File: src/pkg/srs_pkg.sv
/*
 * Package for the supply reset supervisor: timing constants, counter
 * widths and the state encoding.
 * Assumes a single 250 MHz clock; all times except the release delay bounds become cycle counts here.
 */
`default_nettype none
package srs_pkg;
    localparam int unsigned CLK_MHZ = 250;
    // Release delay nominal 200 ms, bounds 130 ms .. 270 ms
    localparam int unsigned RELEASE_DELAY_MS = 200;
    localparam int unsigned RELEASE_DELAY_MIN_MS = 130;
    localparam int unsigned RELEASE_DELAY_MAX_MS = 270;
    localparam longint unsigned RELEASE_DELAY_CYC = 64'(RELEASE_DELAY_MS) * 1000 * CLK_MHZ;
    // Undervoltage to reset assertion, at most 5 us
    localparam int unsigned TRIP_DELAY_US = 5;
    localparam int unsigned TRIP_DELAY_CYC = TRIP_DELAY_US * CLK_MHZ;
    // Supply glitch reject 30 ns (longest ignored, round down)
    localparam int unsigned SUPPLY_GLITCH_NS = 30;
    localparam int unsigned SUPPLY_GLITCH_CYC = (SUPPLY_GLITCH_NS * CLK_MHZ) / 1000;
    // Push-button glitch immunity 100 ns
    localparam int unsigned BUTTON_GLITCH_NS = 100;
    localparam int unsigned BUTTON_GLITCH_CYC = (BUTTON_GLITCH_NS * CLK_MHZ) / 1000;
    // Programming cycle time 5 ms
    localparam int unsigned PROGRAM_CYCLE_MS = 5;
    localparam longint unsigned PROGRAM_CYCLE_CYC = 64'(PROGRAM_CYCLE_MS) * 1000 * CLK_MHZ;
    localparam int unsigned TIMER_W = 27;
    localparam int unsigned FILT_W = 5;
    typedef enum logic [1:0] {
        SRS_HOLD = 2'b00,
        SRS_TIMING = 2'b01,
        SRS_RUN = 2'b10
    } srs_state_e;
endpackage : srs_pkg
`default_nettype wire

File: src/core/srs_filter.sv
/*
 * Glitch filter: the output follows the input only after the input has
 * held a new level for more than LIMIT cycles.
 * Assumes the input is synchronous to clk.
 */
`default_nettype none
module srs_filter
    import srs_pkg::*;
#(
    parameter logic [FILT_W-1:0] LIMIT = 5'h07,
    parameter logic INIT = 1'b0
) (
    input wire logic clk,
    input wire logic rst,
    input wire logic raw,
    output logic clean
);
    logic [FILT_W-1:0] cnt;
    logic [FILT_W-1:0] next_cnt;
    logic next_clean;

    always_comb begin
        next_cnt = '0;
        next_clean = clean;
        if (raw != clean) begin
            // Only a level that outlasts LIMIT cycles gets through
            if (cnt >= LIMIT) begin
                next_clean = raw;
            end else begin
                next_cnt = cnt + 5'h01;
            end
        end
    end

    always_ff @(posedge clk) begin
        if (rst) begin
            cnt <= '0;
            clean <= INIT;
        end else begin
            cnt <= next_cnt;
            clean <= next_clean;
        end
    end
endmodule : srs_filter
`default_nettype wire

File: src/core/srs_supervisor.sv
/*
 * Supply reset supervisor: holds the open-drain reset pin while the supply
 * is low and for the release delay after, takes a filtered push-button
 * restart on the active-low variant, and gates the EEPROM engine.
 * Assumes synchronous inputs; the pin level is resolved outside.
 */
`default_nettype none
module srs_supervisor
    import srs_pkg::*;
#(
    parameter bit ACTIVE_LOW = 1'b1,
    parameter logic [TIMER_W-1:0] RELEASE_COUNT = TIMER_W'(RELEASE_DELAY_CYC),
    parameter logic [TIMER_W-1:0] PROGRAM_COUNT = TIMER_W'(PROGRAM_CYCLE_CYC)
) (
    input wire logic clk,
    input wire logic rst,
    input wire logic under_trip_level,
    input wire logic reset_pin_in,
    output logic reset_pin_out,
    output logic reset_pin_oe,
    output logic reset_active,
    input wire logic xfer_busy,
    input wire logic program_request,
    output logic xfer_abort,
    output logic bus_disable,
    output logic program_start,
    output logic program_busy
);
    srs_state_e state;
    srs_state_e next_state;
    logic [TIMER_W-1:0] timer;
    logic [TIMER_W-1:0] next_timer;
    logic [TIMER_W-1:0] prog_timer;
    logic [TIMER_W-1:0] next_prog_timer;
    logic next_program_start;
    logic under_clean;
    logic button_low;
    logic button_prev;
    logic button_fall;

    // Supply comparator filtered so short dips never reach the state machine
    srs_filter #(.LIMIT(FILT_W'(SUPPLY_GLITCH_CYC)), .INIT(1'b1)) u_supply_filt (
        .clk(clk),
        .rst(rst),
        .raw(under_trip_level),
        .clean(under_clean)
    );

    // Pin read as "pin low"; only meaningful on the active-low variant
    srs_filter #(.LIMIT(FILT_W'(BUTTON_GLITCH_CYC)), .INIT(1'b0)) u_button_filt (
        .clk(clk),
        .rst(rst),
        .raw(~reset_pin_in),
        .clean(button_low)
    );

    // Own drive would look like a press, so edges count only while released
    assign button_fall = ACTIVE_LOW && button_low && !button_prev && state == SRS_RUN;

    always_comb begin
        next_state = state;
        next_timer = timer;
        if (under_clean) begin
            next_state = SRS_HOLD;
            next_timer = '0;
        end else begin
            unique case (state)
                SRS_HOLD: begin
                    next_state = SRS_TIMING;
                    next_timer = '0;
                end
                SRS_TIMING: begin
                    if (timer >= RELEASE_COUNT - 1'b1) begin
                        next_state = SRS_RUN;
                    end else begin
                        next_timer = timer + 1'b1;
                    end
                end
                SRS_RUN: begin
                    if (button_fall) begin
                        next_state = SRS_TIMING;
                        next_timer = '0;
                    end
                end
                default: begin
                    next_state = SRS_HOLD;
                end
            endcase
        end
    end

    always_comb begin
        next_prog_timer = prog_timer;
        next_program_start = 1'b0;
        if (prog_timer != '0) begin
            // A running cycle finishes regardless of reset
            next_prog_timer = prog_timer - 1'b1;
        end else if (program_request && !reset_active) begin
            next_program_start = 1'b1;
            next_prog_timer = PROGRAM_COUNT;
        end
    end

    always_ff @(posedge clk) begin
        if (rst) begin
            state <= SRS_HOLD;
            timer <= '0;
            prog_timer <= '0;
            program_start <= 1'b0;
            button_prev <= 1'b0;
        end else begin
            state <= next_state;
            timer <= next_timer;
            prog_timer <= next_prog_timer;
            program_start <= next_program_start;
            button_prev <= button_low;
        end
    end

    assign reset_active = (state != SRS_RUN);
    // Open drain: drive the active level only, leave release to the resistor
    assign reset_pin_out = ACTIVE_LOW ? 1'b0 : 1'b1;
    assign reset_pin_oe = reset_active;
    assign program_busy = (prog_timer != '0);
    assign xfer_abort = reset_active && xfer_busy;
    assign bus_disable = reset_active || program_busy;

    a_trip_asserts: assert property (@(posedge clk) disable iff (rst)
        $rose(under_trip_level) ##1 under_trip_level [*7] |-> ##[0:2] reset_active)
        else $error("reset not asserted after undervoltage");
    a_glitch_ignored: assert property (@(posedge clk) disable iff (rst)
        state == SRS_RUN && $rose(under_trip_level) ##1 under_trip_level [*6]
        ##1 !under_trip_level |-> ##1 !reset_active)
        else $error("short supply dip caused reset");
    a_hold_min: assert property (@(posedge clk) disable iff (rst)
        $fell(reset_active) |-> $past(timer) == RELEASE_COUNT - 1'b1)
        else $error("reset released before timeout");
    a_release_drive: assert property (@(posedge clk) disable iff (rst)
        reset_pin_oe == reset_active)
        else $error("pin drive disagrees with reset state");
    a_button_restart: assert property (@(posedge clk) disable iff (rst)
        button_fall && !under_clean |=> reset_active && timer == '0)
        else $error("button edge did not restart timeout");
    a_abort_xfer: assert property (@(posedge clk) disable iff (rst)
        reset_active && xfer_busy |-> xfer_abort && bus_disable)
        else $error("transfer not aborted in reset");
    a_no_start: assert property (@(posedge clk) disable iff (rst)
        program_start |-> !$past(reset_active) && program_busy)
        else $error("program cycle started in reset");
    a_prog_runs: assert property (@(posedge clk) disable iff (rst)
        program_busy && prog_timer != 1 |=> program_busy)
        else $error("program cycle cut short");
    a_bus_off_prog: assert property (@(posedge clk) disable iff (rst)
        program_busy |-> bus_disable)
        else $error("bus enabled during program cycle");
    c_release: cover property (@(posedge clk) $fell(reset_active));
    c_button: cover property (@(posedge clk) button_fall);
    c_prog: cover property (@(posedge clk) program_start);
    c_abort: cover property (@(posedge clk) xfer_abort);
endmodule : srs_supervisor
`default_nettype wire

File: config.mk
export PLATFORM = sky130hd
export DESIGN_NAME = srs_supervisor
export DESIGN_NICKNAME = d
export VERILOG_FILES = /design/src/pkg/srs_pkg.sv /design/src/core/srs_filter.sv /design/src/core/srs_supervisor.sv
export SDC_FILE = /design/constraint.sdc
export NUM_CORES = 1
export LEC_CHECK = 0
export ABC_CLOCK_PERIOD_IN_PS = 5900
export CORE_MARGIN = 8
export CORE_UTILIZATION = 35
export CTS_CLUSTER_DIAMETER = 80
export CTS_CLUSTER_SIZE = 16
export DETAILED_ROUTE_END_ITERATION = 8
export DONT_BUFFER_PORTS = 1
export HOLD_SLACK_MARGIN = 0.06
export SLEW_MARGIN = 20
export SYNTH_ARGS = -nofsm -noshare
export SYNTH_HDL_FRONTEND = slang
export SYNTH_HIERARCHICAL = 1
export SYNTH_SLANG_ARGS = --single-unit
File: constraint.sdc
create_clock -name clk -period 5.9 [get_ports clk]
set_clock_uncertainty 0.05 [all_clocks]
set_input_delay 0.295 -clock clk [delete_from_list [all_inputs] [get_ports clk]]
set_output_delay 0.295 -clock clk [all_outputs]
set_load 0.01 [all_outputs]
* Word level (Yosys, flattened, before mapping)
Cells that the tools add are included.
Cells by class: order comparisons 3, mux-type cells 9, reduce and logical (&&, ||, !) cells 19, div/mod/pow operators 0, shifts and indexed selects 0, multiply operators 0, bitwise gates (word level) 3, equality and inequality tests 8, add/sub/neg operators 4
Operator list (number):
- 27-bit two-way mux | 4
- 27-bit one-hot mux with 3 select lines | 1
- 27-bit by 1-bit adder with 27-bit output, second input constant | 1
- 27-bit by 26-bit >= comparator with 1-bit output, second input constant | 1
- 27-bit nonzero test | 1
- 27-bit by 1-bit subtractor with 27-bit output, second input constant | 1
- 5-bit by 1-bit adder with 5-bit output, second input constant | 2
- 2-bit inequality test, second input constant | 4
- 2-bit one-hot mux with 3 select lines | 1
- 2-bit AND reduction | 3
- 3-bit OR reduction | 2
- 5-bit by 3-bit >= comparator with 1-bit output, second input constant | 1
- 5-bit >= comparator, second input constant | 1
- 1-bit logical AND | 4
- 2-bit two-way mux | 2
- 2-bit OR reduction | 2
- 1-bit inverter | 3
- 3-bit AND reduction | 1
- 3-bit nonzero test | 1
- 2-bit by 1-bit equality test with 1-bit output, second input constant | 1
- 2-bit equality test, second input constant | 1
- 1-bit zero test | 2
- 2-bit zero test | 1
- 1-bit inequality test | 2
- other kinds (3) | 3
Storage, ports and cells: ROM bits 0, bits in latches 0, logic and storage cells 55, memories 0, output and inout bits 7, RAM bits 0, bits in registers 70

* Depth between registers and ports, before layout
depth after elaboration 5, gate-level depth with buffers 8, mapped depth without buffers 7

* Cells and area by module
The synthesis kept the hierarchy.
Modules (own cells, without submodules):
- srs_supervisor | instances 1, cells each 350, area each 2869.0 um^2
- srs_filter (u_button_filt) | instances 1, cells each 27, area each 267.8 um^2
- srs_filter (u_supply_filt) | instances 1, cells each 20, area each 217.7 um^2

* Worst setup path after synthesis
OpenSTA, ideal clock, no wires.
path type register -> output, from register prog_timer[2], to output bus_disable, path slack 3.510 ns, cell stages (with the launch flop) 5, arrival time 2.045 ns, data required time 5.555 ns, cells stage by stage dfxtp_1 -> or4_4 -> or4_4 -> or3_1 -> or2_2
On the way: word-level cells in the longest chain between the ends 2
Ends and longest elaborated chain:
- start: declaration | RTL line srs_supervisor.sv:33 | logic [TIMER_W-1:0] prog_timer;
- start signal: assignment | RTL line srs_supervisor.sv:114 | prog_timer <= next_prog_timer;
- 27-bit nonzero test | RTL line srs_supervisor.sv:124 | assign program_busy = (prog_timer != '0);
- via program_busy | RTL line srs_supervisor.sv:27 | output logic program_busy
- 1-bit logical OR | RTL line srs_supervisor.sv:126 | assign bus_disable = reset_active || program_busy;
- end: declaration | RTL line srs_supervisor.sv:25 | output logic bus_disable,
The timed path passes the listed nets, and every way through them passes these cells.

* Worst setup path in the final report
from register state[0], to register timer[14]
On the way: word-level cells in the longest chain between the ends 4, elaborated cells between the ends (all ways) 9, classes of those cells eq/ne: 4; mux: 1; reduce/logical: 4
Ends and longest elaborated chain:
- start: declaration | RTL line srs_supervisor.sv:29 | srs_state_e state;
- start signal: assignment | RTL line srs_supervisor.sv:112 | state <= next_state;
- 2-bit equality test | RTL line srs_supervisor.sv:58, srs_supervisor.sv:67
- 1-bit logical AND | RTL line srs_supervisor.sv:58 | assign button_fall = ACTIVE_LOW && button_low && !button_prev && state == SRS_RUN;
- 2-bit inequality test (no source line)
- 3-bit AND reduction (no source line)
- end signal: assignment | RTL line srs_supervisor.sv:113 | timer <= next_timer;
- end: declaration | RTL line srs_supervisor.sv:31 | logic [TIMER_W-1:0] timer;
Several ways; a longest one is shown, not always the timed one. A chain may end at the register's enable or synchronous reset.

==> metrics.md <==
| Metric | Value |
|---|---|
| Worst EP arrival | 3.21 ns |
| Critical path, cell by cell | nand2b_1 -> or3_1 -> nand4b_1 -> o41ai_1 |
| Cell accounting for the most synthesized area | dfxtp_1 |
| Detailed-route wire length per cell | 13.23 µm |
| DRC violation total after the first TritonRoute iteration | 199 |
| Mapped cell area | 3354 µm² |
| Peak supply drop | 0.1542 mV |
| Warnings, synthesis | 6 |
| Endpoints failing setup | 0 |
| Final period util | 0.5178 |
| Cell variety after synth | 56 |
| Number of synthesized flops with an enable pin | 0 |
| Slew at the pin closest to its max-slew limit | 1.014 ns |
| Number of cells after detailed placement | 512 |
| Filler cell count | 946 |
| Maximum clock rate | 327.4 MHz |
| Time the final worst path needs with I/O delays and setup | 3.055 ns |
| Antenna diodes | 0 |
| Family of cells with the greatest summed delay on the critical path | simple AND/OR/NAND/NOR gates |
| Buffers plus inverters on the worst setup path | 0 |
| # DRC | 0 |
| # clock sinks | 70 |
| Via count of the first global-routing pass | 2517 |
| Total gr overflow | 0 |
| Number of buffer cells added on primary ports | 0 |
| Cells taking the most area after synthesis | dfxtp_1, nor2_1, o21ai_0 |
| Worst setup path startpoint | state[0] |
| Maximum clock path buffer count | 2 |
| Total of hold buffers inserted after clock tree synthesis | 1 |
| Post-detail-place hpwl | 4778 µm |
| Static leakage | 1.318 nW |
| Required @ worst endpoint | 6.06 ns |
| Number of antenna violations at the first check in global routing | 0 |
| Clock buffers created by TritonCTS | 9 |
| RePlAce Congestion | 0.8096 |
| Clock root buffer | clkbuf_8 |
| Number of maximum-capacitance constraint violations | 0 |
| Floorplan Core Area | 9284 µm² |
| Min-delay worst type | in -> reg |
| Setup_tns | 0 ns |
| Global-route wire length before repair | 11970 µm |
| Top_reg_cell synth | dfxtp_1 |
| Dominant cell by count in the synthesized netlist | dfxtp_1 |
| Share of the synthesized area in the top cell type | 0.4178 |
| GR Util All Layers | 0.1142 |
| Startpoint of the worst-slack reg-to-reg timing path | state[0] |
| H-tree lvl count | 3 |
| Clock edge transition at the registers on the reported setup and hold paths | 0.07 ns |
| Via count | 2789 |
| Height of the die | 113.9 µm |
| Final core area utilization | 0.3939 |
| Largest incremental delay on the critical path | 1.01 ns |
| Sum of internal, switching and leakage power | 1.598 mW |
| Remaining antenna violation count | 0 |
| Pre-Repair DR Iteration Count | 4 |
| Post-CTS setup-driven buffer insertion count | 0 |
| Synthesis-stage register bit count | 70 |
| Number of gates resized after CTS | 0 |
| Worst slew margin relative to its limit | 0.3203 |
| Synth Instances | 397 |
| Worst setup path category | reg -> reg |
| Share of layout cells above drive strength 1 | 0.07268 |
| Final count of pins violating max slew | 0 |
| Nature of the critical path endpoint | flop |
| Multi-input gate area | 1829 µm² |
| Maximum number of pins on one net before global-route repair | 34 |
| Cell types with the highest counts after synthesis | dfxtp_1, nor2_1, o21ai_0 |
| Clk Latency, worst-skew pair | 0.34 ns |
| Source of the worst hold timing path | rst |
| Vias/cell | 5.282 |
| Kind of start point of the critical path | flop |
| IO Pins | 13 |
| Synth-to-Final Area Change | 9.027% |
| Share of synthesized area occupied by flip-flops and latches | 0.4178 |
| Worst slack, placed | 2.890 ns |
| Area of the die | 12970 µm² |
| Run status | completed |
| Worst path setup slack after routing | 2.845 ns |
| Biggest fanout along the worst timing path | 23 |
| Synthesized area per cell | 8.450 µm² |
| Starting utilization of the core area | 0.3613 |
| Number of standard cells in the final layout excluding fillers | 528 |
| Die width | 113.9 µm |
| PD cells | 437.0 nW/µm² |
| Worst-path cell with the longest stage delay | nand4b_1 |
| Cell row count | 35 |
| Share of synthesized flip-flops with an asynchronous set or reset | 0 |
| Number of nets in the finished design | 407 |
| Final Hold Fails | 0 |
| Total area of sequential cells | 1401 µm² |
| Setup repair after global routing missed its margin | false |
| Total length of routed wires | 6986 µm |
| Clock tree from TritonCTS | done |
worst register-to-register path, cell delays in order, from the launching register on:
cell and delay (ns):
dfxtp_1 0.44, nand2b_1 0.12, or3_1 0.66, nand4b_1 1.01, o41ai_1 0.66
logic make-up (layout without fill, tap and decap cells):
| family | Yosys count | count (layout) | share of synthesized area |
|---|---|---|---|
| compound gates | 93 | 93 | 0.1835 |
| simple gates | 175 | 175 | 0.2783 |
| mux | 1 | 1 | 0.002984 |
| xor+xnor | 21 | 21 | 0.05483 |
| fa+ha+maj | 6 | 6 | 0.02238 |
| flops | 70 | 70 | 0.4178 |
| buf+inv | 29 | 30 | 0.03804 |
| other cells | 2 | 3 | 0.002239 |
state kept, by name (all words and copies together) (netlist names):
signal,cells
program_start,1
u_supply_filt/clean,1
prog_timer,27
button_prev,1
state,2
timer,27
u_button_filt/clean,1
u_button_filt/cnt,5
u_supply_filt/cnt,5
final timing paths:
| path | slack, ns | end | cells past startpoint |
|---|---|---|---|
| worst max register to register | 2.85 | timer[14] | 4 |
| worst max-delay path | 2.85 | timer[14] | 4 |
| worst min register to register | 0.40 | u_supply_filt/cnt[0] | 1 |
| worst min-delay path | 0.11 | u_supply_filt/cnt[2] | 2 |
cell usage in the layout, fill, tap and decap left out, types with 2 or more instances in the layout:
cell type and instances:
nor4_1 9, clkbuf_8 10, ha_1 6, a211oi_1 4, clkinv_2 2, nor2_1 53, nand2_1 24, or4_4 3
nor3_1 21, nand4b_1 2, nor2b_1 6, xnor2_1 12, dfxtp_1 70, a21oi_2 2, xor2_1 9, nand2b_1 3
and2_1 3, a21boi_0 2, conb_1 3, inv_1 13, o31ai_1 14, and3_1 5, a31oi_1 7, or3_1 6
or4_1 3, a211o_1 3, o41ai_1 6, o211ai_1 2, nand3_1 13, nand4_1 8, o21ai_0 26, and4_1 5
a22o_1 2, a21oi_1 16
metrics by stage:
| stage | hold slack [ns] | area [µm²] |
|---|---|---|
| 4_1_cts | 0.08421 | 3657 |
| 5_1_grt | 0.08619 | 3657 |
| 3_3_place_gp | 0.3154 | 3448 |
| 2_1_floorplan | 0.3074 | 3358 |
| 6_report | 0.1063 | 3657 |
| 3_5_place_dp | 0.3149 | 3448 |
metal layers:
layer / share of wire / vias to the layer above / track usage
li1: - / 1445 / -
met1: 0.52 / 1308 / 0.1517
met2: 0.43 / 34 / 0.1677
met3: 0.037 / 2 / 0.03064
met4: 0.0073 / 0 / 0.05235
met5: 0 / - / 0
where the power goes:
part | total, mW | leakage, nW | switching (mW) | internal (mW)
clock | 0.373 | 0.0952 | 0.170 | 0.203
combinational | 0.583 | 0.654 | 0.329 | 0.253
sequential | 0.642 | 0.569 | 0.0840 | 0.558
final cells by class:
class | instances | share of cell area
sequential | 70 | 0.3832
tap | 129 | 0.04413
clock buffer | 11 | 0.03866
timing repair buffer | 2 | 0.007527
clock inverter | 4 | 0.01300
inverter | 13 | 0.01334
multi-input combinational | 299 | 0.5002
Power figures use the tool's default switching activity.
